File: config.mk
export PLATFORM = sky130hd
export DESIGN_NAME = high_side_switch_timer_control
export DESIGN_NICKNAME = d
export VERILOG_FILES = /design/src/hs_switch_pkg.sv /design/src/high_side_switch_timer_control.sv
export SDC_FILE = /design/constraint.sdc
export NUM_CORES = 1
export LEC_CHECK = 0
export BUFFER_PORTS_ARGS = -buffer_cell sky130_fd_sc_hd__clkbuf_2
export CORE_ASPECT_RATIO = 1.5
export CORE_UTILIZATION = 62
export CTS_CLUSTER_DIAMETER = 30
export DETAILED_ROUTE_END_ITERATION = 10
export GPL_ROUTABILITY_DRIVEN = 0
export HOLD_SLACK_MARGIN = 0.1
export PLACE_DENSITY_LB_ADDON = 0.08
export REMOVE_ABC_BUFFERS = 1
export SETUP_SLACK_MARGIN = 0.15
export SLEW_MARGIN = 0
export SYNTH_ARGS = -nofsm -noshare
export SYNTH_HDL_FRONTEND = slang
export SYNTH_SLANG_ARGS = --single-unit
export TNS_END_PERCENT = 1
File: constraint.sdc
create_clock -name clk -period 7.2 [get_ports clk]
set_input_delay 0.72 -clock clk [delete_from_list [all_inputs] [get_ports clk]]
set_output_delay 0.72 -clock clk [all_outputs]
set_load 0.01 [all_outputs]
File: src/hs_switch_pkg.sv
// Package with register map, field layout and timing constants of the switch control block.
package hs_switch_pkg;

  // Clock and timing base.
  localparam int CLK_PERIOD_NS = 40;
  localparam int TICK_NS = 100000;
  localparam int TICK_CYCLES_DEF = TICK_NS / CLK_PERIOD_NS;

  // Cyclic timer on-times in microseconds.
  localparam int ON_T1_US = 100;
  localparam int ON_T2_US = 300;
  localparam int ON_T3_US = 1000;
  localparam int ON_T4_US = 10000;
  localparam int ON_T5_US = 20000;

  // Cyclic timer periods in milliseconds.
  localparam int PER_0_MS = 10;
  localparam int PER_1_MS = 20;
  localparam int PER_2_MS = 50;
  localparam int PER_3_MS = 100;
  localparam int PER_4_MS = 200;
  localparam int PER_5_MS = 1000;
  localparam int PER_6_MS = 2000;

  // Duty generator periods in nanoseconds, step count, and step length in clock cycles.
  localparam int PWM_STEPS = 255;
  localparam int PWM_200_NS = 5000000;
  localparam int PWM_400_NS = 2500000;
  localparam int PWM_STEP_200_DEF = PWM_200_NS / (PWM_STEPS * CLK_PERIOD_NS);
  localparam int PWM_STEP_400_DEF = PWM_400_NS / (PWM_STEPS * CLK_PERIOD_NS);

  // Register addresses.
  localparam logic [6:0] ADDR_CYC_A = 7'h0C;
  localparam logic [6:0] ADDR_CYC_B = 7'h0D;
  localparam logic [6:0] ADDR_SHUTDOWN = 7'h10;
  localparam logic [6:0] ADDR_SRC_A = 7'h14;
  localparam logic [6:0] ADDR_SRC_B = 7'h15;
  localparam logic [6:0] ADDR_DUTY_A = 7'h18;
  localparam logic [6:0] ADDR_DUTY_B = 7'h19;
  localparam logic [6:0] ADDR_FREQ = 7'h1C;

  // Writable bit masks and reset value.
  localparam logic [7:0] CYC_MASK = 8'h77;
  localparam logic [7:0] SD_MASK = 8'h70;
  localparam logic [7:0] SRC_MASK = 8'h77;
  localparam logic [7:0] FREQ_MASK = 8'h05;
  localparam logic [7:0] REG_RESET = 8'h00;

  // Field positions.
  localparam int ON_LSB = 4;
  localparam int OV_DIS_BIT = 6;
  localparam int UV_DIS_BIT = 5;
  localparam int REC_BIT = 4;
  localparam int FREQ_A_BIT = 0;
  localparam int FREQ_B_BIT = 2;
  localparam int SRC_FIELD_STRIDE = 4;

  // On-time codes that stop a timer.
  localparam logic [2:0] ON_LOW = 3'h0;
  localparam logic [2:0] ON_HIGH = 3'h6;
  localparam logic [2:0] ON_RSVD = 3'h7;

  // Switch source codes.
  localparam logic [2:0] SRC_OFF = 3'h0;
  localparam logic [2:0] SRC_ON = 3'h1;
  localparam logic [2:0] SRC_CYC_A = 3'h2;
  localparam logic [2:0] SRC_CYC_B = 3'h3;
  localparam logic [2:0] SRC_GEN_A = 3'h4;
  localparam logic [2:0] SRC_GEN_B = 3'h5;

  // Whole state of the block.
  typedef struct packed {
    logic [1:0][7:0] cyc_ctrl;
    logic [7:0] sd_ctrl;
    logic [1:0][7:0] src_ctrl;
    logic [1:0][7:0] duty;
    logic [7:0] freq;
    logic [11:0] tick_cnt;
    logic [1:0][14:0] cyc_cnt;
    logic [1:0][8:0] pre_cnt;
    logic [1:0][7:0] pwm_cnt;
    logic [1:0] cyc_out;
    logic [1:0] pwm_out;
    logic [3:0] sw_out;
    logic shut;
    logic [7:0] rd_data;
  } state_t;

  // On-time code to length in ticks.
  function automatic logic [14:0] on_ticks(input logic [2:0] code);
    case (code)
      3'h1: on_ticks = 15'(ON_T1_US * 1000 / TICK_NS);
      3'h2: on_ticks = 15'(ON_T2_US * 1000 / TICK_NS);
      3'h3: on_ticks = 15'(ON_T3_US * 1000 / TICK_NS);
      3'h4: on_ticks = 15'(ON_T4_US * 1000 / TICK_NS);
      3'h5: on_ticks = 15'(ON_T5_US * 1000 / TICK_NS);
      default: on_ticks = 15'h0000;
    endcase
  endfunction : on_ticks

  // Period code to length in ticks; the reserved code behaves as the longest period.
  function automatic logic [14:0] per_ticks(input logic [2:0] code);
    case (code)
      3'h0: per_ticks = 15'(PER_0_MS * 1000000 / TICK_NS);
      3'h1: per_ticks = 15'(PER_1_MS * 1000000 / TICK_NS);
      3'h2: per_ticks = 15'(PER_2_MS * 1000000 / TICK_NS);
      3'h3: per_ticks = 15'(PER_3_MS * 1000000 / TICK_NS);
      3'h4: per_ticks = 15'(PER_4_MS * 1000000 / TICK_NS);
      3'h5: per_ticks = 15'(PER_5_MS * 1000000 / TICK_NS);
      default: per_ticks = 15'(PER_6_MS * 1000000 / TICK_NS);
    endcase
  endfunction : per_ticks

endpackage : hs_switch_pkg

File: src/high_side_switch_timer_control.sv
// Cyclic timers, duty generators, supply shutdown and source selection for four switches.
`timescale 1ns/1ns
`default_nettype none

// How the block is organised.
// Eight byte registers sit behind a write strobe and a read address.
// A write is taken at the rising edge at which the strobe is high.
// The read data shows the register at the read address one clock later.
// Bits that carry no field are never stored, so they always read as zero.
// Addresses 0x0C and 0x0D hold the two cyclic timers.
// Each timer register has its on-time code in bits 6:4 and its period code in 2:0.
// Address 0x10 holds the shutdown options in bits 6:4.
// Addresses 0x14 and 0x15 hold the switch source fields, two to a register.
// Addresses 0x18 and 0x19 hold the duty values of the two duty generators.
// Address 0x1C holds one frequency bit for each duty generator.

// Timing of the cyclic timers.
// One prescaler divides the clock down to a 0.1 ms tick that both timers share.
// Each timer counts ticks from zero up to its period and then wraps.
// Its output is high while the count is below the on-time and low for the rest.
// Two on-time codes stop the count and park the output low or high instead.
// The reserved on-time code parks the output low, like the halt-low code.
// The reserved period code runs as the longest period, so the timer never hangs.
// A write to a timer register clears its count and restarts the shared tick.
// The timer therefore starts at once, with no separate start command.
// The first on-time after a write to a timer parked low is one clock shorter than the later ones.

// Timing of the duty generators.
// A step prescaler divides the clock into steps, 255 steps to one period.
// The frequency bit halves the step length and so doubles the frequency.
// The output is high while the step count is below the duty value.
// Duty zero therefore never drives the output and duty 255 always does.

// Supply and load faults.
// A supply fault counts only while its shutdown option is left enabled.
// While a counted fault stands, all four switches are forced off.
// With recovery enabled the source fields are kept and the switches return.
// Without recovery the source fields are cleared, so the switches stay off.
// An overcurrent or overtemperature report clears only that switch's field.
// A restart clear wipes both source registers at once.
// It also wipes each timer register whose sensing input is high at that time.
// Hardware clears are applied after software writes, so a clear always wins.

// Latency of the outputs.
// The switch outputs, timer outputs and generator outputs are all registered.
// A timer or generator output reaches a switch one clock after it changes.
// A new source field reaches its switch one clock after the write is stored.
// A supply fault forces the switches off one clock after it is seen.
// A load fault clears the field at once and turns the switch off one clock later.
// The supply shutdown flag follows the counted fault with one clock of delay.

// Limitations a user must know.
// Reserved source codes leave the switch off, but software should not write them.
// A write to either timer register shifts the tick phase of the other timer once.
// The fault inputs are taken as synchronous to the clock, with no filtering here.
// Every register, counter and output clears on the synchronous reset.

module high_side_switch_timer_control
  import hs_switch_pkg::*;
#(
  parameter int TICK_CYCLES = TICK_CYCLES_DEF,
  parameter int PWM_STEP_200 = PWM_STEP_200_DEF,
  parameter int PWM_STEP_400 = PWM_STEP_400_DEF
) (
  // Clock and reset.
  input wire logic clk,
  input wire logic srst,
  // Register port.
  input wire logic reg_wr_en,
  input wire logic [6:0] reg_addr,
  input wire logic [7:0] reg_wr_data,
  output logic [7:0] reg_rd_data,
  // Supply and load conditions.
  input wire logic supply_overvolt,
  input wire logic supply_undervolt,
  input wire logic [3:0] overcurrent,
  input wire logic [3:0] overtemp,
  input wire logic restart_clear,
  input wire logic cyclic_sense_a,
  input wire logic cyclic_sense_b,
  // Switch and generator outputs.
  output logic [3:0] all_switch_outputs,
  output logic cyclic_timer_a_out,
  output logic cyclic_timer_b_out,
  output logic duty_gen_a_out,
  output logic duty_gen_b_out,
  output logic supply_shutdown
);

  state_t st_reg;
  state_t st_next;

  logic tick;
  logic [1:0] cyc_wr;
  logic [1:0] sense_use;
  logic [1:0][14:0] cyc_cnt_nx;
  logic [1:0] cyc_out_nx;
  logic [1:0][8:0] pre_nx;
  logic [1:0][7:0] pwm_cnt_nx;
  logic [1:0] pwm_out_nx;
  logic [1:0] freq_sel;
  logic [3:0] sw_raw;
  logic fault;

  // Shared 0.1 ms time base for both cyclic timers.
  assign tick = (st_reg.tick_cnt == 12'(TICK_CYCLES - 1));

  // A write to a timer register restarts its count from the period start.
  assign cyc_wr[0] = reg_wr_en && (reg_addr == ADDR_CYC_A);
  assign cyc_wr[1] = reg_wr_en && (reg_addr == ADDR_CYC_B);
  assign sense_use = {cyclic_sense_b, cyclic_sense_a};
  assign freq_sel = {st_reg.freq[FREQ_B_BIT], st_reg.freq[FREQ_A_BIT]};

  // Supply fault that is allowed to shut the switches down.
  assign fault = (supply_overvolt && !st_reg.sd_ctrl[OV_DIS_BIT]) ||
    (supply_undervolt && !st_reg.sd_ctrl[UV_DIS_BIT]);

  genvar g;
  generate
    for (g = 0; g < 2; g++) begin : gen_chan
      logic [2:0] on_code;
      logic [2:0] per_code;
      logic running;
      logic [14:0] cnt_inc;
      logic [8:0] step;
      logic pre_wrap;

      // Both timers decode the same field layout.
      assign on_code = st_reg.cyc_ctrl[g][ON_LSB +: 3];
      assign per_code = st_reg.cyc_ctrl[g][2:0];
      assign running = (on_code != ON_LOW) && (on_code != ON_HIGH) && (on_code != ON_RSVD);
      assign cnt_inc = st_reg.cyc_cnt[g] + 15'h0001;

      // The timer runs as soon as a running on-time is held; a write restarts it.
      always_comb begin
        if (!running || cyc_wr[g]) begin
          cyc_cnt_nx[g] = 15'h0000;
        end else if (tick) begin
          cyc_cnt_nx[g] = (cnt_inc >= per_ticks(per_code)) ? 15'h0000 : cnt_inc;
        end else begin
          cyc_cnt_nx[g] = st_reg.cyc_cnt[g];
        end
      end

      // On at the start of each period, off for the rest of it.
      always_comb begin
        if (running) begin
          cyc_out_nx[g] = (cyc_cnt_nx[g] < on_ticks(on_code));
        end else begin
          cyc_out_nx[g] = (on_code == ON_HIGH);
        end
      end

      // Duty generator step prescaler, length set by the frequency bit.
      assign step = freq_sel[g] ? 9'(PWM_STEP_400) : 9'(PWM_STEP_200);
      assign pre_wrap = (st_reg.pre_cnt[g] + 9'h001 >= step);
      assign pre_nx[g] = pre_wrap ? 9'h000 : st_reg.pre_cnt[g] + 9'h001;

      // Step counter runs 0..254; duty 255 is always above it, duty 0 never.
      always_comb begin
        if (!pre_wrap) begin
          pwm_cnt_nx[g] = st_reg.pwm_cnt[g];
        end else if (st_reg.pwm_cnt[g] == 8'(PWM_STEPS - 1)) begin
          pwm_cnt_nx[g] = 8'h00;
        end else begin
          pwm_cnt_nx[g] = st_reg.pwm_cnt[g] + 8'h01;
        end
      end
      assign pwm_out_nx[g] = (pwm_cnt_nx[g] < st_reg.duty[g]);
    end

    for (g = 0; g < 4; g++) begin : gen_switch
      logic [2:0] src;

      // Switch one and three sit low in their register, two and four high.
      assign src = st_reg.src_ctrl[g / 2][(g % 2) * SRC_FIELD_STRIDE +: 3];

      // Source selection for one switch.
      always_comb begin
        case (src)
          SRC_OFF: sw_raw[g] = 1'b0;
          SRC_ON: sw_raw[g] = 1'b1;
          SRC_CYC_A: sw_raw[g] = st_reg.cyc_out[0];
          SRC_CYC_B: sw_raw[g] = st_reg.cyc_out[1];
          SRC_GEN_A: sw_raw[g] = st_reg.pwm_out[0];
          SRC_GEN_B: sw_raw[g] = st_reg.pwm_out[1];
          default: sw_raw[g] = 1'b0;
        endcase
      end
    end
  endgenerate

  // Next state: register writes, hardware clears, counters and outputs.
  always_comb begin
    st_next = st_reg;

    // Software writes; reserved bits are never stored.
    if (reg_wr_en) begin
      case (reg_addr)
        ADDR_CYC_A: st_next.cyc_ctrl[0] = reg_wr_data & CYC_MASK;
        ADDR_CYC_B: st_next.cyc_ctrl[1] = reg_wr_data & CYC_MASK;
        ADDR_SHUTDOWN: st_next.sd_ctrl = reg_wr_data & SD_MASK;
        ADDR_SRC_A: st_next.src_ctrl[0] = reg_wr_data & SRC_MASK;
        ADDR_SRC_B: st_next.src_ctrl[1] = reg_wr_data & SRC_MASK;
        ADDR_DUTY_A: st_next.duty[0] = reg_wr_data;
        ADDR_DUTY_B: st_next.duty[1] = reg_wr_data;
        ADDR_FREQ: st_next.freq = reg_wr_data & FREQ_MASK;
        default: st_next.freq = st_reg.freq;
      endcase
    end

    // Hardware clears come after the write so a same-cycle event wins.
    for (int i = 0; i < 4; i++) begin
      if (overcurrent[i] || overtemp[i]) begin
        st_next.src_ctrl[i / 2][(i % 2) * SRC_FIELD_STRIDE +: 3] = SRC_OFF;
      end
    end

    // Restart clear of the switches also clears timers used for sensing.
    if (restart_clear) begin
      st_next.src_ctrl = '0;
      for (int t = 0; t < 2; t++) begin
        if (sense_use[t]) begin
          st_next.cyc_ctrl[t] = REG_RESET;
        end
      end
    end

    // Without recovery a supply shutdown leaves the switches off for good.
    if (fault && !st_reg.sd_ctrl[REC_BIT]) begin
      st_next.src_ctrl = '0;
    end

    // Time base and channel counters. A timer write also restarts the time base, so the
    // first on-time after the write cannot be lost to a tick that falls in the cycle
    // right after the write. The other timer then sees one stretched tick.
    st_next.tick_cnt = (tick || (|cyc_wr)) ? 12'h000 : st_reg.tick_cnt + 12'h001;
    st_next.cyc_cnt = cyc_cnt_nx;
    st_next.cyc_out = cyc_out_nx;
    st_next.pre_cnt = pre_nx;
    st_next.pwm_cnt = pwm_cnt_nx;
    st_next.pwm_out = pwm_out_nx;

    // With recovery the outputs return to their settings once the fault clears.
    st_next.shut = fault;
    st_next.sw_out = fault ? 4'h0 : sw_raw;

    // Read data, one cycle after the address.
    case (reg_addr)
      ADDR_CYC_A: st_next.rd_data = st_reg.cyc_ctrl[0] & CYC_MASK;
      ADDR_CYC_B: st_next.rd_data = st_reg.cyc_ctrl[1] & CYC_MASK;
      ADDR_SHUTDOWN: st_next.rd_data = st_reg.sd_ctrl & SD_MASK;
      ADDR_SRC_A: st_next.rd_data = st_reg.src_ctrl[0] & SRC_MASK;
      ADDR_SRC_B: st_next.rd_data = st_reg.src_ctrl[1] & SRC_MASK;
      ADDR_DUTY_A: st_next.rd_data = st_reg.duty[0];
      ADDR_DUTY_B: st_next.rd_data = st_reg.duty[1];
      ADDR_FREQ: st_next.rd_data = st_reg.freq & FREQ_MASK;
      default: st_next.rd_data = 8'h00;
    endcase
  end

  // State register; every field clears on reset.
  always_ff @(posedge clk) begin
    if (srst) begin
      st_reg <= '0;
    end else begin
      st_reg <= st_next;
    end
  end

  // Outputs come straight from the state register.
  assign reg_rd_data = st_reg.rd_data;
  assign all_switch_outputs = st_reg.sw_out;
  assign cyclic_timer_a_out = st_reg.cyc_out[0];
  assign cyclic_timer_b_out = st_reg.cyc_out[1];
  assign duty_gen_a_out = st_reg.pwm_out[0];
  assign duty_gen_b_out = st_reg.pwm_out[1];
  assign supply_shutdown = st_reg.shut;

endmodule : high_side_switch_timer_control

`default_nettype wire

==> impl_metrics.json, run 1 <==
{
  "outcome": "complete, no violations",
  "synth_seq_cells": 138,
  "initial_utilization": 0.6408,
  "cellLeakagePower_nw": 3.711,
  "crit_path_end_kind": "flip-flop",
  "dr.pass1.iters": 7,
  "synth_top_family_by_area": "simple AND/OR/NAND/NOR gates",
  "cap_violations": 0,
  "synth_xor_area_frac": 0.05327,
  "synth_edf_count": 0,
  "critPathRequiredTime_ps": 7560,
  "min_period_ps": 5882,
  "dpl_cell_area_um2": 8925,
  "io_buffers": 47,
  "crit_fanout": 17,
  "hold_viol_final": 0,
  "drive_gt1_frac": 0.09027,
  "num_rows": 52,
  "drc": 0,
  "routedWlPerCell_um": 16.86,
  "synth.largest_area_cell": "dfxtp_1",
  "finalPower_mw": 1.781,
  "ant_nets": 0,
  "wl_met3_um": 963,
  "grt_pass1_wl_um": 35620,
  "clkSlewWorstSetupHoldPaths_ps": 60,
  "critPathKind": "flip-flop to flip-flop",
  "cts_tree": "done",
  "slew_viol_final": 0,
  "routed_wl_um": 21780,
  "vias": 8008,
  "vdd_drop_max_uv": 158.4,
  "syn_area_um2": 8713,
  "ctsHoldBuffers": 0,
  "die_area_um2": 14540,
  "layout_commonest_cell": "dfxtp_1",
  "hold-path-cell-count": 1,
  "antenna_cells": 0,
  "cp-start-kind": "flip-flop",
  "worstMarginPinSlew_ps": 1124,
  "dr.first_iter.drc_count": 399,
  "topRoutingLayerUsed": "met4",
  "skew_ps": 6.399,
  "worst_r2r_path_depth": 23,
  "synth_adder_area_share": 0.1104,
  "largest_reg_flops": 95,
  "grt_pass1_vias": 7573,
  "setup_viol": 0,
  "async_flop_share": 0,
  "finalInstanceArea_um2": 9559,
  "synth_area_leaders": "dfxtp_1 (32%), ha_1 (11%), nor2_1 (5.5%)",
  "postCtsSetupBuffers": 0,
  "wl_met2_um": 11280,
  "coreArea_um2": 13600,
  "ios": 48,
  "cts.sinks": 138,
  "powerDensity_nw_per_um2": 186.3,
  "post-dp-hpwl_um": 15810,
  "synth-simple-area-share": 0.2557,
  "yosys.cell_types.count": 70,
  "grt_overflow": 0,
  "antenna_found_initial": 0,
  "cts_max_level": 4,
  "die_y_um": 147.2,
  "cts_buffer_depth": 2,
  "hold_path_class": "flip-flop to flip-flop",
  "final_cell_mix": "dfxtp_1 (138), nor2_1 (128), nand2_1 (103)",
  "fmax_ghz": 0.1700,
  "slew_headroom": 0.2446,
  "numCtsBuffers": 17,
  "grt_max_degree": 40,
  "fp.dieW_um": 98.80,
  "worstPathArrival_ps": 6240,
  "timing.final.crit_share": 0.8169,
  "cts_root_buf": "clkbuf_16",
  "synthCells": 1103,
  "ys_seq_area_frac": 0.3171,
  "final_nets": 1224,
  "rsz0062_at_grt": "false",
  "yosys_warnings": 0,
  "synth-main-ff-cell": "dfxtp_1",
  "syn_avg_cell_area_um2": 7.900,
  "viasPerCell": 6.198,
  "synth_top_area_share": 0.3171,
  "postCtsResizedCells": 0,
  "clock_latency_ps": 430,
  "grtUsageTotal": 0.3090,
  "syn_to_final_growth_pct": 9.707,
  "met1Wirelength_um": 8754,
  "setup_tns_ps": 0,
  "synth-compound-area-share": 0.1723,
  "synth_mux_area_frac": 0.03705
}
==> synthesized netlist by cell type (3+ instances only) <==
| library cell | count |
|---|---|
| ha_1 | 76 |
| nor3_2 | 3 |
| xor2_1 | 25 |
| o211ai_1 | 5 |
| nor3_1 | 22 |
| o21a_1 | 3 |
| nand3_1 | 66 |
| a221oi_1 | 4 |
| a31oi_1 | 10 |
| nor3b_1 | 4 |
| a21oi_1 | 80 |
| clkbuf_1 | 37 |
| nor2_1 | 128 |
| a311oi_1 | 4 |
| a2111oi_0 | 3 |
| nand2b_1 | 13 |
| a211oi_1 | 11 |
| nor4_1 | 8 |
| dfxtp_1 | 138 |
| xnor2_1 | 28 |
| and3_1 | 26 |
| nand2_1 | 103 |
| and4_1 | 4 |
| o41ai_1 | 4 |
| buf_4 | 12 |
| nand4_1 | 13 |
| a21o_1 | 8 |
| nor2b_1 | 5 |
| o21ai_1 | 19 |
| o21ai_0 | 41 |
| buf_2 | 7 |
| inv_1 | 49 |
| a22oi_1 | 11 |
| nand3b_1 | 13 |
| mux2i_1 | 30 |
| or4_1 | 3 |
| o31ai_1 | 10 |
| and2_1 | 22 |
| a41oi_1 | 3 |
| or3_1 | 12 |
| a222oi_1 | 4 |
==> per-layer routing <==
layer,GRT usage,up-vias
met2,0.5587,234
met4,0.1672,0
li1,-,3960
met3,0.04900,65
met1,0.3422,3749
met5,0,-
==> metrics by stage <==
step | setup WS (ps) | cells | hold slack, ps | utilization
after floorplan | 2206 | 1044 | 426.0 | -
after global placement | 1607 | 1260 | 442.5 | 0.6563
after detailed placement | 1398 | 1260 | 453.9 | 0.6563
after CTS | 1370 | 1292 | 467.2 | 0.7030
after global routing | 918.7 | 1292 | 481.8 | 0.7030
final | 1318 | 1292 | 462.1 | 0.7030
==> power breakdown <==
| part | internal, mW | total (mW) | switching [mW] |
|---|---|---|---|
| Combinational | 0.0217 | 0.0609 | 0.0392 |
| Clock | 0.592 | 0.944 | 0.351 |
| Sequential | 0.770 | 0.776 | 0.00650 |
| Total | 1.38 | 1.78 | 0.397 |
==> cell families (layout without fill, tap and decap cells) <==
| logic type | count (synthesis) | after routing |
|---|---|---|
| buffers and inverters | 109 | 136 |
| DFF | 138 | 138 |
| and+or+nand+nor | 455 | 455 |
| adders and majority gates | 77 | 77 |
| AOI/OAI and AO/OA | 239 | 239 |
| xor gates and xnor gates | 53 | 53 |
| muxes | 32 | 32 |
==> final timing paths <==
check,start,end,slack (ps)
setup / recovery,st_reg[66],cyclic_timer_b_out,1320
hold / removal,st_reg[81],st_reg[81],460
setup reg to reg,st_reg[66],cyclic_timer_b_out,1320
hold reg to reg,st_reg[81],st_reg[81],460
==> area by class of cell <==
class | instances | area [um^2]
fillers | 1181 | 4039
inverters | 50 | 187.7
repair buffers | 54 | 287.8
clock inverters | 13 | 191.4
multi-input cells | 856 | 5484
clock buffers | 19 | 442.9
well taps | 162 | 202.7
flip-flops and latches | 138 | 2763
==> worst max-delay path, cell delays in order, from the launching register on <==
cell and delay (ps):
dfxtp_1 470, ha_1 310, nand3_1 200, nor3_2 450, and4_1 320, xor2_1 230
ha_1 290, a211oi_1 240, o211ai_1 120, a311oi_1 290, a41oi_1 160, maj3_2 470
nor2_1 280, nand3b_1 140, a21oi_1 190, ha_1 270, o21a_1 110, o21ai_0 280
o21a_1 160, o21ai_0 60, or3_1 320, nor4_1 220, o41ai_1 100, o21ai_1 120
No activity file was read; power rests on OpenSTA's default activity.
==> run 2, diff against run 1 <==
==> constraint.sdc (replaced) <==
create_clock -name clk -period 5.8 [get_ports clk]
set_input_delay 0.58 -clock clk [delete_from_list [all_inputs] [get_ports clk]]
set_output_delay 0.58 -clock clk [all_outputs]
set_load 0.01 [all_outputs]
==> run 2 against run 1 <==
  * Cell count grew 0.46%
  * Power rose by 23%
  * Sequential power up 24%
  * First-iteration DRC count rose by 14%
  * Critical endpoint unchanged
  * Worst hold slack lost 41 ps
  * Highest routed layer unchanged
==> impl_metrics.json, run 2 (synthesized netlist as in run 1, its figures left out) <==
{
  "ant_nets": 0,
  "reg2reg_to": "cyclic_timer_b_out",
  "viasPerCell": 6.230,
  "postCtsResizedCells": 0,
  "ctsHoldBuffers": 0,
  "cts_tree": "done",
  "crit_fanout": 17,
  "setup_viol": 0,
  "clock_latency_ps": 420,
  "rsz0062_at_grt": "false",
  "outcome": "complete, no violations",
  "ios": 48,
  "drc": 0,
  "worstPathArrival_ps": 5590,
  "initial_utilization": 0.6408,
  "hold_viol_final": 0,
  "drive_gt1_frac": 0.09859,
  "cts_root_buf": "clkbuf_16",
  "p_comb_frac": 0.035,
  "hold_ws_ps": 421.4,
  "num_rows": 52,
  "min_period_ps": 5235,
  "vdd_drop_max_uv": 213.1,
  "antenna_cells": 0,
  "timing.final.crit_share": 0.9026,
  "cp-start-kind": "flip-flop",
  "syn_to_final_growth_pct": 10.31,
  "post-dp-hpwl_um": 16200,
  "antenna_found_initial": 0,
  "cts_buffer_depth": 2,
  "clkSlewWorstSetupHoldPaths_ps": 60,
  "fillers": 1159,
  "powerDensity_nw_per_um2": 228.3,
  "fmax_ghz": 0.1910,
  "grt_overflow": 0,
  "cap_violations": 0,
  "grt_pass1_wl_um": 36850,
  "min-delay-start": "reg_wr_data[7]",
  "holdPathEnd": "st_reg[116]",
  "slew_viol_final": 0,
  "die_area_um2": 14540,
  "p_seq_frac": 0.439,
  "p_int_mw": 1.703,
  "final_cell_mix": "dfxtp_1 (137), nor2_1 (127), nand2_1 (103)",
  "hold_path_class": "primary input to flip-flop",
  "cts_max_level": 4,
  "die_y_um": 147.2,
  "switching_share": 0.2242,
  "layout_setup_ws_ps": 565.0,
  "worstMarginPinSlew_ps": 1179,
  "coreArea_um2": 13600,
  "postCtsSetupBuffers": 0,
  "multi_input_area_um2": 5492,
  "power.net_switching_mw": 0.4919,
  "grt_max_degree": 40,
  "hold-path-cell-count": 3,
  "r2r_setup_slack_ps": 560,
  "largest_reg_flops": 95,
  "register_area_um2": 2764,
  "routed_wl_um": 22170,
  "setup_tns_ps": 0,
  "pwr-share-clk": 0.526,
  "layout_commonest_cell": "dfxtp_1",
  "grtUsageTotal": 0.3165,
  "vias": 8087,
  "dr.first_iter.drc_count": 454,
  "critPathRequiredTime_ps": 6160,
  "slew_headroom": 0.2075,
  "skew_ps": 3.771,
  "fp.dieW_um": 98.80,
  "dr.pass1.iters": 7,
  "final_nets": 1231,
  "numCtsBuffers": 17,
  "cellLeakagePower_nw": 3.740,
  "dp_slack_ps": 361.5,
  "critPathKind": "flip-flop to flip-flop",
  "cts.sinks": 138,
  "routedWlPerCell_um": 17.08,
  "grt_pass1_vias": 7785,
  "worst_r2r_path_depth": 23,
  "reg2reg_from": "st_reg[67]",
  "io_buffers": 47,
  "crit_path_end_kind": "flip-flop"
}
## run 2: metrics by stage
step | area, um^2 | instances | power, mW | utilization
after floorplan | 8429 | 1044 | 1.017 | -
after global placement | 8977 | 1267 | 1.058 | 0.6602
after detailed placement | 8977 | 1267 | 1.060 | 0.6602
after CTS | 9603 | 1298 | 2.207 | 0.7062
after global routing | 9612 | 1298 | 2.255 | 0.7068
final | 9612 | 1298 | 2.194 | 0.7068
## run 2: critical path: stages, from the launching register on
cell and delay (ps):
dfxtp_1 400, ha_2 270, nand3_1 180, nor3_2 220, and4_1 280, xor2_1 220, ha_1 290, a211oi_1 250
o211ai_1 120, a311oi_1 270, a41oi_1 170, maj3_4 470, nor2_2 200, nand3b_1 120, a21oi_1 190, ha_1 280
o21a_1 110, o21ai_1 200, o21a_1 140, o21ai_0 60, or3_1 320, nor4_1 190, o41ai_1 100, o21ai_1 120
## run 2: worst max path at each step
| stage | from | endpoint | slack [ps] |
|---|---|---|---|
| after floorplan | st_reg[66] | cyclic_timer_b_out | 810 |
| after global placement | st_reg[66] | cyclic_timer_b_out | 560 |
| after detailed placement | st_reg[66] | cyclic_timer_b_out | 360 |
| after CTS | st_reg[66] | cyclic_timer_b_out | 300 |
| after global routing | st_reg[53] | cyclic_timer_a_out | 180 |
| final | st_reg[67] | cyclic_timer_b_out | 560 |
## run 2: layer usage
metal / vias up / track usage / routed length, um / part of all wire
met5: - / 0 / 0 / 0
met4: 0 / 0.1731 / 817 / 0.037
met3: 63 / 0.04472 / 1115 / 0.050
met2: 262 / 0.5710 / 11450 / 0.52
met1: 3793 / 0.3544 / 8788 / 0.40
li1: 3969 / - / - / -
## run 2: power by group through the flow
| stage | combinational, mW | clock [mW] | sequential (mW) |
|---|---|---|---|
| floorplan | 0.0337 | 0 | 0.983 |
| global placement | 0.0732 | 0 | 0.984 |
| detailed placement | 0.0753 | 0 | 0.984 |
| CTS | 0.0767 | 1.17 | 0.964 |
| global route | 0.0834 | 1.21 | 0.965 |
| finish | 0.0766 | 1.15 | 0.964 |
## run 2: cell type report
| cell class | count | share of cell area |
|---|---|---|
| multi-input combinational | 856 | 0.5713 |
| sequential | 138 | 0.2876 |
| clock buffer | 17 | 0.04426 |
| timing repair buffer | 61 | 0.03541 |
| tap | 162 | 0.02109 |
| clock inverter | 14 | 0.02083 |
| inverter | 50 | 0.01953 |
